$ cat src/uhfc_pkg.sv
package uhfc_pkg;
    // Register byte offsets.
    localparam logic [7:0] OFF_DATA = 8'h00;
    localparam logic [7:0] OFF_DIVISOR = 8'h04;
    localparam logic [7:0] OFF_FIFO_CTRL = 8'h08;
    localparam logic [7:0] OFF_MODEM_CTRL = 8'h10;
    localparam logic [7:0] OFF_MODEM_STATUS = 8'h18;
    localparam logic [7:0] OFF_RX_LEVEL = 8'h1c;
    localparam logic [7:0] OFF_IRQ_STATUS = 8'h20;
    localparam logic [7:0] OFF_IRQ_CLEAR = 8'h24;
    localparam logic [7:0] OFF_IRQ_ENABLE = 8'h28;
    localparam logic [7:0] OFF_CTS_IRQ_CTRL = 8'h2c;
    // Field positions.
    localparam int MCR_RTS_BIT = 1;
    localparam int MCR_AUTO_RTS_BIT = 6;
    localparam int MCR_AUTO_CTS_BIT = 7;
    localparam int MSR_DELTA_CTS_BIT = 0;
    localparam int MSR_CTS_BIT = 4;
    localparam int FCR_TRIG_LSB = 6;
    localparam int IRQ_RX = 0;
    localparam int IRQ_TX = 1;
    localparam int IRQ_MODEM = 2;
    localparam int IRQ_OVERRUN = 3;
    localparam int NIRQ = 4;
    // Values after reset.
    localparam logic [15:0] DIVISOR_RESET = 16'h006c;
    localparam logic [1:0] TRIG_RESET = 2'h0;
    localparam logic MCR_BIT_RESET = 1'b0;
    localparam logic [NIRQ-1:0] IRQ_RESET = 4'h0;
    // Receive trigger levels and the level below each one, in bytes.
    localparam logic [4:0] TRIG_LEVEL [4] = '{5'h01, 5'h04, 5'h08, 5'h0e};
    localparam logic [4:0] TRIG_PREV [4] = '{5'h00, 5'h01, 5'h04, 5'h08};
    // Bits in a character frame after the start bit: eight data and one stop.
    localparam logic [3:0] TX_LAST_BIT = 4'h9;
    localparam logic [2:0] RX_LAST_DATA = 3'h7;
endpackage

$ cat src/uhfc_sync.sv
`timescale 1ns/1ps
module uhfc_sync #(
    parameter int W = 1,
    parameter logic [W-1:0] RST_VAL = '1
) (
    input wire logic mclk,
    input wire logic sys_rst,
    input wire logic [W-1:0] asyncIn,
    output logic [W-1:0] syncOut
);
    logic [W-1:0] meta_q;

    // The first stage feeds only the second stage.
    always_ff @(posedge mclk or posedge sys_rst) begin
        if (sys_rst) begin
            meta_q <= RST_VAL;
            syncOut <= RST_VAL;
        end else begin
            meta_q <= asyncIn;
            syncOut <= meta_q;
        end
    end
endmodule

$ cat src/uhfc_flow_uart.sv
// What this block does
// Modem control bit 6 resets to zero and turns automatic RTS on when set.
// Modem control bit 7 resets to zero and turns automatic CTS on when set.
// Software writes zero to reserved modem control bit 5 and ignores its read value.
// With automatic RTS on, RTS goes high once the receive fill level reaches the trigger.
// With automatic RTS on, RTS goes low again once the fill level drops to the lower level.
// A byte arriving after RTS went high is still stored normally.
// With automatic RTS off, the RTS pin follows the software RTS control bit.
// With automatic RTS on, the RTS control bit mirrors the real RTS pin state.
// With automatic RTS on, software writes to the RTS control bit are ignored.
// With automatic CTS on, a character starts only when CTS is sampled low.
// The far end raises CTS before mid stop bit to hold back the next character.
// With automatic CTS on, a CTS change interrupts only if the CTS interrupt enable is set.
// Every CTS change sets the delta CTS flag in the modem status register.
// With CTS flow on and its interrupt enable clear, a CTS change never interrupts.
// While held back by CTS the line idles at one, then resumes with a start bit.
// With automatic CTS off, the transmitter ignores CTS and sends pending data.
`timescale 1ns/1ps
module uhfc_flow_uart
    import uhfc_pkg::*;
#(
    parameter int DEPTH = 16
) (
    input wire logic mclk,
    input wire logic sys_rst,
    input wire logic psel,
    input wire logic penable,
    input wire logic pwrite,
    input wire logic [7:0] paddr,
    input wire logic [31:0] pwdata,
    output logic [31:0] prdata,
    output logic pready,
    output logic pslverr,
    input wire logic rxd,
    output logic txd,
    input wire logic ctsN,
    output logic rtsN,
    output logic irq
);
    localparam int PW = $clog2(DEPTH);
    localparam int CW = $clog2(DEPTH + 1);

    typedef enum logic [1:0] {RX_IDLE, RX_START, RX_DATA, RX_STOP} uhfc_rx_e;

    logic rxdS, ctsHigh;
    logic accDone, wrEn, rdEn, hit;
    logic [31:0] rdMux;
    logic [15:0] div_q;
    logic [1:0] trigSel_q;
    logic autoRts_q, autoCts_q, rtsCtrl_q, rtsOff_q;
    logic [NIRQ-1:0] irqEn_q, irqStatus_q, irqEvent;
    logic ctsIrqEn_q, ctsPrev_q, deltaCts_q, ctsEdge;
    logic [7:0] fifoMem [DEPTH];
    logic [PW-1:0] wrPtr_q, rdPtr_q;
    logic [CW-1:0] rxCount_q;
    logic rxPush, rxPop, rxOverrun, fifoFull;
    uhfc_rx_e rxState_q;
    logic [15:0] rxCnt_q;
    logic [2:0] rxBit_q;
    logic [7:0] rxSh_q;
    logic rxDone_q;
    logic [7:0] txHold_q;
    logic txFull_q, txBusy_q, txStart, txDone_q;
    logic [8:0] txSh_q;
    logic [3:0] txBit_q;
    logic [15:0] txCnt_q;

    ////////////////////////////////////////////////////////////////////////////////
    uhfc_sync #(.W(2), .RST_VAL(2'h3)) pinSync (
        .mclk(mclk),
        .sys_rst(sys_rst),
        .asyncIn({rxd, ctsN}),
        .syncOut({rxdS, ctsHigh})
    );

    ////////////////////////////////////////////////////////////////////////////////
    // The slave inserts one wait state; effects happen at the completing edge.
    assign accDone = psel && penable && pready;
    assign wrEn = accDone && pwrite;
    assign rdEn = accDone && !pwrite;

    always_comb begin
        rdMux = 32'h0;
        hit = (paddr[1:0] == 2'h0);
        case (paddr)
            OFF_DATA: rdMux[7:0] = fifoMem[rdPtr_q];
            OFF_DIVISOR: rdMux[15:0] = div_q;
            OFF_FIFO_CTRL: rdMux[FCR_TRIG_LSB+:2] = trigSel_q;
            OFF_MODEM_CTRL: begin
                rdMux[MCR_RTS_BIT] = rtsCtrl_q;
                rdMux[MCR_AUTO_RTS_BIT] = autoRts_q;
                rdMux[MCR_AUTO_CTS_BIT] = autoCts_q;
            end
            OFF_MODEM_STATUS: begin
                rdMux[MSR_DELTA_CTS_BIT] = deltaCts_q;
                rdMux[MSR_CTS_BIT] = !ctsHigh;
            end
            OFF_RX_LEVEL: rdMux[CW-1:0] = rxCount_q;
            OFF_IRQ_STATUS: rdMux[NIRQ-1:0] = irqStatus_q;
            OFF_IRQ_CLEAR: rdMux = 32'h0;
            OFF_IRQ_ENABLE: rdMux[NIRQ-1:0] = irqEn_q;
            OFF_CTS_IRQ_CTRL: rdMux[0] = ctsIrqEn_q;
            default: hit = 1'b0;
        endcase
    end

    always_ff @(posedge mclk or posedge sys_rst) begin
        if (sys_rst) begin
            pready <= 1'b0;
            pslverr <= 1'b0;
            prdata <= 32'h0;
        end else if (psel && penable && !pready) begin
            pready <= 1'b1;
            pslverr <= !hit;
            prdata <= (pwrite || !hit) ? 32'h0 : rdMux;
        end else begin
            pready <= 1'b0;
            pslverr <= 1'b0;
        end
    end

    ////////////////////////////////////////////////////////////////////////////////
    // Reserved modem control bits are not stored and read as zero.
    always_ff @(posedge mclk or posedge sys_rst) begin
        if (sys_rst) begin
            div_q <= DIVISOR_RESET;
            trigSel_q <= TRIG_RESET;
            autoRts_q <= MCR_BIT_RESET;
            autoCts_q <= MCR_BIT_RESET;
            irqEn_q <= IRQ_RESET;
            ctsIrqEn_q <= 1'b0;
        end else if (wrEn && hit) begin
            case (paddr)
                OFF_DIVISOR: div_q <= pwdata[15:0];
                OFF_FIFO_CTRL: trigSel_q <= pwdata[FCR_TRIG_LSB+:2];
                OFF_MODEM_CTRL: begin
                    autoRts_q <= pwdata[MCR_AUTO_RTS_BIT];
                    autoCts_q <= pwdata[MCR_AUTO_CTS_BIT];
                end
                OFF_IRQ_ENABLE: irqEn_q <= pwdata[NIRQ-1:0];
                OFF_CTS_IRQ_CTRL: ctsIrqEn_q <= pwdata[0];
                default: ;
            endcase
        end
    end

    ////////////////////////////////////////////////////////////////////////////////
    always_ff @(posedge mclk or posedge sys_rst) begin
        if (sys_rst) begin
            rtsCtrl_q <= MCR_BIT_RESET;
        end else if (autoRts_q) begin
            rtsCtrl_q <= !rtsOff_q;
        end else if (wrEn && paddr == OFF_MODEM_CTRL) begin
            rtsCtrl_q <= pwdata[MCR_RTS_BIT];
        end
    end

    always_ff @(posedge mclk or posedge sys_rst) begin
        if (sys_rst) begin
            rtsOff_q <= 1'b0;
        end else if (!autoRts_q) begin
            rtsOff_q <= 1'b0;
        end else if (rxCount_q >= CW'(TRIG_LEVEL[trigSel_q])) begin
            rtsOff_q <= 1'b1;
        end else if (rxCount_q <= CW'(TRIG_PREV[trigSel_q])) begin
            rtsOff_q <= 1'b0;
        end
    end

    always_ff @(posedge mclk or posedge sys_rst) begin
        if (sys_rst) begin
            rtsN <= 1'b1;
        end else begin
            rtsN <= autoRts_q ? rtsOff_q : !rtsCtrl_q;
        end
    end

    ////////////////////////////////////////////////////////////////////////////////
    // The receive FIFO takes every complete byte while it has room, RTS or not.
    assign fifoFull = (rxCount_q == CW'(DEPTH));
    assign rxPush = rxDone_q && !fifoFull;
    assign rxOverrun = rxDone_q && fifoFull;
    assign rxPop = rdEn && paddr == OFF_DATA && rxCount_q != '0;

    always_ff @(posedge mclk) begin
        if (rxPush) begin
            fifoMem[wrPtr_q] <= rxSh_q;
        end
    end

    always_ff @(posedge mclk or posedge sys_rst) begin
        if (sys_rst) begin
            wrPtr_q <= '0;
            rdPtr_q <= '0;
            rxCount_q <= '0;
        end else begin
            if (rxPush) begin
                wrPtr_q <= wrPtr_q + 1'b1;
            end
            if (rxPop) begin
                rdPtr_q <= rdPtr_q + 1'b1;
            end
            if (rxPush && !rxPop) begin
                rxCount_q <= rxCount_q + 1'b1;
            end else if (rxPop && !rxPush) begin
                rxCount_q <= rxCount_q - 1'b1;
            end
        end
    end

    ////////////////////////////////////////////////////////////////////////////////
    // One bit lasts div_q cycles; the start bit is checked at its middle.
    always_ff @(posedge mclk or posedge sys_rst) begin
        if (sys_rst) begin
            rxState_q <= RX_IDLE;
            rxCnt_q <= 16'h0;
            rxBit_q <= 3'h0;
            rxSh_q <= 8'h0;
            rxDone_q <= 1'b0;
        end else begin
            rxDone_q <= 1'b0;
            if (rxState_q != RX_IDLE && rxCnt_q != 16'h0) begin
                rxCnt_q <= rxCnt_q - 1'b1;
            end else begin
                case (rxState_q)
                    RX_IDLE: if (!rxdS) begin
                        rxState_q <= RX_START;
                        rxCnt_q <= {1'b0, div_q[15:1]};
                    end
                    RX_START: begin
                        rxState_q <= rxdS ? RX_IDLE : RX_DATA;
                        rxCnt_q <= div_q - 1'b1;
                        rxBit_q <= 3'h0;
                    end
                    RX_DATA: begin
                        rxSh_q <= {rxdS, rxSh_q[7:1]};
                        rxCnt_q <= div_q - 1'b1;
                        rxBit_q <= rxBit_q + 1'b1;
                        if (rxBit_q == RX_LAST_DATA) begin
                            rxState_q <= RX_STOP;
                        end
                    end
                    RX_STOP: begin
                        rxDone_q <= rxdS;
                        rxState_q <= RX_IDLE;
                    end
                    default: rxState_q <= RX_IDLE;
                endcase
            end
        end
    end

    ////////////////////////////////////////////////////////////////////////////////
    // CTS is looked at only between characters, so a frame is never cut short.
    assign txStart = !txBusy_q && txFull_q && (!autoCts_q || !ctsHigh);

    always_ff @(posedge mclk or posedge sys_rst) begin
        if (sys_rst) begin
            txHold_q <= 8'h0;
            txFull_q <= 1'b0;
        end else if (txStart) begin
            txFull_q <= 1'b0;
        end else if (wrEn && paddr == OFF_DATA && !txFull_q) begin
            txHold_q <= pwdata[7:0];
            txFull_q <= 1'b1;
        end
    end

    always_ff @(posedge mclk or posedge sys_rst) begin
        if (sys_rst) begin
            txBusy_q <= 1'b0;
            txd <= 1'b1;
            txSh_q <= 9'h1ff;
            txBit_q <= 4'h0;
            txCnt_q <= 16'h0;
            txDone_q <= 1'b0;
        end else begin
            txDone_q <= 1'b0;
            if (txStart) begin
                txBusy_q <= 1'b1;
                txd <= 1'b0;
                txSh_q <= {1'b1, txHold_q};
                txBit_q <= 4'h0;
                txCnt_q <= div_q - 1'b1;
            end else if (!txBusy_q) begin
                txd <= 1'b1;
            end else if (txCnt_q != 16'h0) begin
                txCnt_q <= txCnt_q - 1'b1;
            end else if (txBit_q == TX_LAST_BIT) begin
                txBusy_q <= 1'b0;
                txDone_q <= 1'b1;
            end else begin
                txd <= txSh_q[0];
                txSh_q <= {1'b1, txSh_q[8:1]};
                txBit_q <= txBit_q + 1'b1;
                txCnt_q <= div_q - 1'b1;
            end
        end
    end

    ////////////////////////////////////////////////////////////////////////////////
    assign ctsEdge = (ctsHigh != ctsPrev_q);

    always_ff @(posedge mclk or posedge sys_rst) begin
        if (sys_rst) begin
            ctsPrev_q <= 1'b1;
            deltaCts_q <= 1'b0;
        end else begin
            ctsPrev_q <= ctsHigh;
            if (ctsEdge) begin
                deltaCts_q <= 1'b1;
            end else if (rdEn && paddr == OFF_MODEM_STATUS) begin
                deltaCts_q <= 1'b0;
            end
        end
    end

    always_comb begin
        irqEvent = '0;
        irqEvent[IRQ_RX] = rxPush;
        irqEvent[IRQ_TX] = txDone_q;
        irqEvent[IRQ_MODEM] = ctsEdge && (!autoCts_q || ctsIrqEn_q);
        irqEvent[IRQ_OVERRUN] = rxOverrun;
    end

    // A new event wins over a clear in the same cycle.
    always_ff @(posedge mclk or posedge sys_rst) begin
        if (sys_rst) begin
            irqStatus_q <= IRQ_RESET;
            irq <= 1'b0;
        end else begin
            if (wrEn && paddr == OFF_IRQ_CLEAR) begin
                irqStatus_q <= (irqStatus_q & ~pwdata[NIRQ-1:0]) | irqEvent;
            end else begin
                irqStatus_q <= irqStatus_q | irqEvent;
            end
            irq <= |(irqStatus_q & irqEn_q);
        end
    end

    ////////////////////////////////////////////////////////////////////////////////
    property p_auto_rts_reset;
        @(posedge mclk) $fell(sys_rst) |-> !autoRts_q && !autoCts_q;
    endproperty
    a_auto_rts_reset: assert property (p_auto_rts_reset) else $error("flow bits not zero");

    property p_rts_deassert;
        @(posedge mclk) disable iff (sys_rst)
            autoRts_q && rxCount_q >= CW'(TRIG_LEVEL[trigSel_q]) |=> ##1 rtsN;
    endproperty
    a_rts_deassert: assert property (p_rts_deassert) else $error("RTS not raised");

    property p_rts_reassert;
        @(posedge mclk) disable iff (sys_rst)
            autoRts_q && rxCount_q <= CW'(TRIG_PREV[trigSel_q]) |=> !rtsOff_q;
    endproperty
    a_rts_reassert: assert property (p_rts_reassert) else $error("RTS not lowered");

    property p_late_byte_kept;
        @(posedge mclk) disable iff (sys_rst)
            rxDone_q && rtsOff_q && !fifoFull && !rxPop |=> rxCount_q == $past(rxCount_q) + 1'b1;
    endproperty
    a_late_byte_kept: assert property (p_late_byte_kept) else $error("late byte lost");

    property p_manual_rts;
        @(posedge mclk) disable iff (sys_rst)
            !autoRts_q |=> rtsN == !$past(rtsCtrl_q);
    endproperty
    a_manual_rts: assert property (p_manual_rts) else $error("RTS pin not software driven");

    property p_rts_mirror;
        @(posedge mclk) disable iff (sys_rst)
            autoRts_q ##1 autoRts_q |-> rtsCtrl_q == !rtsN;
    endproperty
    a_rts_mirror: assert property (p_rts_mirror) else $error("RTS bit does not mirror pin");

    property p_rts_write_ignored;
        @(posedge mclk) disable iff (sys_rst)
            wrEn && paddr == OFF_MODEM_CTRL && autoRts_q |=> rtsCtrl_q == !$past(rtsOff_q);
    endproperty
    a_rts_write_ignored: assert property (p_rts_write_ignored) else $error("RTS write taken");

    property p_cts_gate;
        @(posedge mclk) disable iff (sys_rst)
            $rose(txBusy_q) && $past(autoCts_q) |-> !$past(ctsHigh);
    endproperty
    a_cts_gate: assert property (p_cts_gate) else $error("sent while CTS high");

    property p_cts_no_irq;
        @(posedge mclk) disable iff (sys_rst)
            ctsEdge && autoCts_q && !ctsIrqEn_q && !irqStatus_q[IRQ_MODEM] |=> !irqStatus_q[IRQ_MODEM];
    endproperty
    a_cts_no_irq: assert property (p_cts_no_irq) else $error("CTS change interrupted");

    property p_delta_cts;
        @(posedge mclk) disable iff (sys_rst)
            ctsEdge |=> deltaCts_q;
    endproperty
    a_delta_cts: assert property (p_delta_cts) else $error("delta CTS not set");

    property p_idle_mark;
        @(posedge mclk) disable iff (sys_rst)
            !txBusy_q ##1 !txBusy_q |-> txd;
    endproperty
    a_idle_mark: assert property (p_idle_mark) else $error("line not marking while idle");

    property p_cts_ignored;
        @(posedge mclk) disable iff (sys_rst)
            txFull_q && !txBusy_q && !autoCts_q |=> txBusy_q && !txd;
    endproperty
    a_cts_ignored: assert property (p_cts_ignored) else $error("pending data not sent");

    c_rts_cycle: cover property (@(posedge mclk) disable iff (sys_rst) $rose(rtsOff_q) ##[1:1000] $fell(rtsOff_q));
    c_cts_stall: cover property (@(posedge mclk) disable iff (sys_rst) txFull_q && !txBusy_q && autoCts_q && ctsHigh);
    c_irq: cover property (@(posedge mclk) disable iff (sys_rst) $rose(irq));
endmodule

$ cat config.mk
export PLATFORM = sky130hd
export DESIGN_NAME = uhfc_flow_uart
export DESIGN_NICKNAME = d
export VERILOG_FILES = /design/src/uhfc_pkg.sv /design/src/uhfc_sync.sv /design/src/uhfc_flow_uart.sv
export SDC_FILE = /design/constraint.sdc
export NUM_CORES = 1
export LEC_CHECK = 0
export ABC_CLOCK_PERIOD_IN_PS = 4700
export BUFFER_PORTS_ARGS = -buffer_cell sky130_fd_sc_hd__buf_2
export CORE_ASPECT_RATIO = 0.8
export CORE_MARGIN = 2
export CORE_UTILIZATION = 42
export CTS_BUF_LIST = sky130_fd_sc_hd__clkbuf_4 sky130_fd_sc_hd__clkbuf_8
export DETAILED_ROUTE_END_ITERATION = 10
export PLACE_DENSITY = 0.61
export REMOVE_ABC_BUFFERS = 1
export SLEW_MARGIN = 20
export SYNTH_ARGS = -nofsm -noshare
export SYNTH_HDL_FRONTEND = slang
export SYNTH_SLANG_ARGS = --single-unit
$ cat constraint.sdc
create_clock -name mclk -period 4.7 [get_ports mclk]
set_input_delay 0.47 -clock mclk [delete_from_list [all_inputs] [get_ports mclk]]
set_output_delay 0.47 -clock mclk [all_outputs]
set_load 0.1 [all_outputs]
# [Word-level counts from Yosys, hierarchy flattened]
# Memories as Yosys holds them, arrays and structs flattened.
# Index checks and enable logic that the tools add are counted.
[totals] reg_bits=157 ramBits=128 out_inout_bits=37 wordCells=212 memories=1
[classes] n_addsub=9 magnitude_cmp=3 n_eq_ne=25 n_mux=66 bitwise=8 reduce_logical=66
[mem_list] name="fifoMem" depth=16 width=8 rd=1 rd_clocked_by_memory_dff=0 write_ports=1 line="uhfc_flow_uart.sv:53" rtl="logic [7:0] fifoMem [DEPTH];"
[ops] cell="$mux W16" n=7
[ops] cell="$sub A16 B1 Y16 const B" n=3
[ops] cell="$mux W9" n=4
[ops] cell="$eq A8 B6 Y1 const B" n=4
[ops] cell="$pmux W16 S2" n=1
[ops] cell="$reduce_bool A16 Y1" n=2
[ops] cell="$mux W5" n=6
[ops] cell="$mux W1" n=29
[ops] cell="$eq A8 B5 Y1 const B" n=3
[ops] cell="$reduce_and A2 Y1" n=11
[ops] cell="$logic_and A1 B1 Y1" n=21
[ops] cell="$bmux W5 S2" n=2
[ops] cell="$mux W4" n=5
[ops] cell="$pmux W2 S4" n=2
[ops] cell="$reduce_bool A2 Y1" n=7
[ops] cell="$add A4 B1 Y4 const B" n=3
[ops] cell="$logic_not A1 Y1" n=12
[ops] cell="$ne A3 B3 Y1 const B" n=4
[ops] cell="$pmux W2 S5" n=1
[ops] cell="$reduce_or A10 Y1" n=1
[ops] cell="$and A4 B4 Y4" n=2
[ops] cell="$eq A8 B3 Y1 const B" n=1
[ops] cell="$eq A8 B4 Y1 const B" n=1
[ops] cell="$logic_not A8 Y1" n=1
[ops] cell="32 further kinds" n=44

# [Depth between registers and ports, before layout]
[logic_depth] ltp_word=8 mapped_depth=13 depth_no_buf=12

# [Cells and area by module]
# Synthesis repeated with hierarchy kept, for this count alone.
[hier_totals] hier_cells=1010 area_unflattened_um2=12809.8
[by_module_without_submodules] mod="uhfc_flow_uart" instances=1 cells_each=1005 area_each_um2=12700.9 seq_area_each_um2=7265.7
[by_module_without_submodules] mod="uhfc_sync" instances=1 cells_each=5 area_each_um2=108.9 seq_area_each_um2=105.1

# [Worst setup path after synthesis]
# No wires, ideal clock.
[synth_path] path_type="input port to flip-flop" startpoint="input paddr[4]" endpoint="register rxCount_q[4]" setup_time_ps=129 t_arrival_ps=3000 t_required_ps=4571 slack_ps=1571 cell_stages=13 cell_sequence="clkbuf_1 or4_1 nor3_1 o211a_1 inv_1 ha_1 inv_1 ha_1 a21o_1 a21oi_1 xnor2_1 nor2_1 xor2_1"
[synth_between] elab_chain_len=6 word_cells_on_any_way=8 classes_between="mux (1); reduce/logical (7)"
[synth_lines] element="start, declared" line="uhfc_flow_uart.sv:29" rtl="input wire logic [7:0] paddr,"
[synth_lines] element="$logic_not A8 Y1 *" line="uhfc_flow_uart.sv:183" rtl="assign rxPop = rdEn && paddr == OFF_DATA && rxCount_q != '0;"
[synth_lines] element="$logic_and A1 B1 Y1 * (2 in series)" line="uhfc_flow_uart.sv:183"
[synth_lines] element="$logic_not A1 Y1" line="uhfc_flow_uart.sv:203" rtl="if (rxPush && !rxPop) begin"
[synth_lines] element="$logic_and A1 B1 Y1" line="uhfc_flow_uart.sv:203"
[synth_lines] element="$mux W5 or $reduce_bool A2 Y1 (tied branches)"
[synth_lines] element="end signal, assigned" line="uhfc_flow_uart.sv:204" rtl="rxCount_q <= rxCount_q + 1'b1;"
[synth_lines] element="end signal, assigned" line="uhfc_flow_uart.sv:206" rtl="rxCount_q <= rxCount_q - 1'b1;"
[synth_lines] element="end, declared" line="uhfc_flow_uart.sv:55" rtl="logic [CW-1:0] rxCount_q;"
# Every way passes the cells marked *; elsewhere a longest branch is shown, timed or not.
# A chain may end at the register's enable or synchronous reset.

# [Worst setup path in the final report]
# Same ends and word-level chain as after synthesis.

==> results.py <==
metrics = {
    "outcome": {
        "outcome": "completed",
    },
    "logic_synthesis": {
        "synth_seq_cells": 268,
        "synth_compound_area_frac": 0.1222,
        "synthArstFlopShare": 0.5224,
        "synth_seq_area_share": 0.5683,
        "synthXorXnorAreaFrac": 0.01823,
        "ys_types": 81,
        "synthCells": 1040,
        "yosysWarningCount": 0,
        "synth_flop_cell": "edfxtp_1",
        "syn-cell-area_mm2": 0.01297,
        "synth_edf_count": 128,
        "synth_top_family_by_area": "compound AO/OA/AOI/OAI gates",
        "synthMuxAreaShare": 0.1060,
        "avgSynthCellArea_um2": 12.47,
        "yosys.area_share.adder": 0.03048,
        "synth_simple_gate_area_frac": 0.1211,
    },
    "timing": {
        "tightest_slew_ns": 1.064,
        "hold_viol": 0,
        "hold-worst-slack_ns": 0.1524,
        "setup-tns-final_ns": 0,
        "max_slew_margin": 0.2879,
        "layout_min_cycle_time_ns": 3.116,
        "slew_violations": 0,
        "setup_viol": 0,
        "timing.final.crit_share": 0.6630,
        "fin_ws_ns": 1.584,
        "finalClockSkew_ns": 0.02635,
        "rsz0062_at_grt": "false",
        "fmax_mhz": 320.9,
    },
    "routing": {
        "wl_per_cell_um": 20.47,
        "drc": 0,
        "vias_per_cell": 5.699,
        "drtIter0Drc": 917,
        "dr.pass1.iters": 7,
        "vias": 8834,
        "wirelength_um": 31730,
        "antenna_left": 0,
    },
    "clock_tree": {
        "clockBufferDepth": 3,
        "clk_pin_slew_worst_paths_ns": 0.06,
        "postCtsSetupBuffers": 0,
        "cts_buffers": 44,
        "worstSkewPairLatency_ns": 0.57,
        "cts_resized": 0,
        "clock_sinks": 268,
        "htreeDepth": 2,
        "tritoncts": "yes",
        "clockRootBuffer": "clkbuf_8",
    },
    "power_and_ir_drop": {
        "peakVddDrop_uv": 230.3,
        "p_per_area_mw_per_mm2": 457.2,
        "power_mw": 6.665,
        "leakage_nw": 5.803,
    },
    "global_routing": {
        "grt_overflow": 0,
        "grt_pass1_wl_um": 48960,
        "grt_pass1_vias": 8377,
        "grt_start_max_net_pins": 58,
        "grt_usage": 0.1964,
        "antenna_found_initial": 0,
    },
    "worst_setup_path": {
        "crit_family": "simple AND/OR/NAND/NOR gates",
        "slowest_delay_ns": 0.58,
        "crit_chain": "buf_2 > or4_1 > nor3_1 > o211a_1 > inv_1 > ha_1 > inv_1 > ha_1 > a21o_1 > a21oi_1 > xnor2_1 > nor2_1 > xor2_1",
        "arrival_ns": 3.56,
        "cp.required_ns": 5.14,
        "critPathKind": "in2reg",
        "critPathMaxFanout": 17,
        "path_buf_inv": 3,
        "startpoint_type": "input pin",
        "cpMaxStageDelayCell": "or4_1",
        "endpoint_kind": "flip-flop",
    },
    "cells_and_area": {
        "syn2layout_area_growth_pct": 12.41,
        "seq_area_mm2": 0.007371,
        "mostFrequentLayoutCell": "edfxtp_1",
        "drive_gt1_frac": 0.2304,
        "finish.net_count": 1180,
        "final_cells": 1550,
        "most-common-layout-cells": "128 x edfxtp_1, 121 x dfrtp_1, 64 x nand2_1",
        "fin_util": 0.4799,
        "n_antenna_cell": 0,
        "multiInputGateArea_mm2": 0.005256,
        "fin_area_mm2": 0.01458,
        "filler_cell_count": 2746,
    },
    "placement": {
        "hpwl_um": 21600,
        "port_buffers": 51,
        "dp.cells": 1466,
        "place.gp.congestion": 0.8792,
        "dpl_cell_area_mm2": 0.01360,
        "pre_cts_slack_ns": 1.060,
    },
    "die": {
        "ios": 84,
        "die_w_um": 200.5,
        "die_area_mm2": 0.03231,
        "die_y_um": 161.2,
        "num_rows": 57,
        "core_mm2": 0.03038,
        "initial_utilization": 0.4269,
    },
    "run": {
        "maxCapViolations": 0,
    },
    "worst_hold_path": {
        "hold_class": "in2reg",
    },
}
-- registers in the layout, indices dropped and copies added, names as in the netlist, 2 cells and up, named ones only --
| signal | count |
|---|---|
| div_q | 16 |
| fifoMem | 128 |
| irqEn_q | 4 |
| irqStatus_q | 4 |
| pinSync.meta_q | 2 |
| pinSync.syncOut | 2 |
| prdata | 16 |
| rdPtr_q | 4 |
| rxBit_q | 3 |
| rxCnt_q | 16 |
| rxCount_q | 5 |
| rxSh_q | 8 |
| trigSel_q | 2 |
| txBit_q | 4 |
| txCnt_q | 16 |
| txHold_q | 8 |
| txSh_q | 8 |
| wrPtr_q | 4 |
-- path summary, 6_finish.rpt --
check | cells past startpoint | slack, ns | from | to
hold reg to reg | 0 | 0.36 | pinSync.meta_q[0] | pinSync.syncOut[0]
setup / recovery | 13 | 1.58 | paddr[4] | rxCount_q[4]
setup reg to reg | 11 | 1.65 | rxCount_q[1] | rxCount_q[4]
hold / removal | 2 | 0.15 | pwdata[13] | div_q[13]
max in group asynchronous | 4 | 3.21 | sys_rst | prdata[4]
min in group asynchronous | 3 | 0.51 | sys_rst | rxBit_q[0]
-- area by class of cell --
type	count	area share
Clock buffer	64	0.05570
Clock inverter	17	0.008926
Inverter	26	0.007037
Multi-Input combinational cell	694	0.3605
Sequential cell	268	0.5056
Tap cell	413	0.03544
Timing Repair Buffer	68	0.02678
-- cells by family (layout without fill, tap and decap cells) --
logic type,Yosys count,in the layout
XOR/XNOR,27,27
buffers and inverters,93,175
adder cells (fa/ha/maj),31,31
other,1,16
AO/OA/AOI/OAI,229,229
AND/OR/NAND/NOR,292,292
flip-flops,268,268
multiplexers,99,99
-- layer usage --
layer  vias up  GRT usage  wire (µm)
li1       4059          -          -
met1      4430     0.3027      15580
met2       285     0.2825      13390
met3        60    0.03632       2051
met4         0    0.05556        711
met5         -          0          0
-- cell usage after synthesis (5+ instances only) --
library cell  number  area (µm²)
a211o_1            5       43.79
a211oi_1          11       82.58
a21o_1            10       75.07
a21oi_1           36       180.2
a22o_1            20       175.2
a22oi_1           12       90.09
a31oi_1           11       68.82
a32o_1             6       60.06
and2_1             5       31.28
and3_1             5       31.28
and3b_1            5       43.79
buf_1              6       22.52
buf_2              7       35.03
buf_4             18       135.1
clkbuf_1          35       131.4
dfrtp_1          121        3028
dfstp_2           19       499.2
edfxtp_1         128        3844
ha_1              30       375.4
inv_1             26       97.59
mux2_2            47       529.3
mux2i_1           26       260.3
mux4_2            26       585.6
nand2_1           64       240.2
nand2b_1          14       87.58
nand3_1           26       130.1
nand3b_1           7       52.55
nand4_1            5       31.28
nand4b_1           5       43.79
nor2_1            60       225.2
nor2b_1           10       62.56
nor3_1            25       125.1
nor4_1            17       106.4
o211ai_1           5       37.54
o21ai_0           61       305.3
o31ai_1            7       52.55
or3_1             11       68.82
or4_1              9       67.56
xnor2_1           13       113.9
xor2_1            14       122.6
-- power breakdown --
group	leakage [nW]	internal [mW]	switching [mW]	total, mW
combinational	2.33	0.528	0.838	1.37
clock	0.494	1.22	0.942	2.16
sequential	2.98	2.79	0.348	3.13
-- timing repair --
item / in CTS / in global routing
hold endpoints to repair: 46 / 0
hold buffers: 3 / 0
endpoints found under the setup margin: 0 / 0
(Power assumes the default switching activity.)
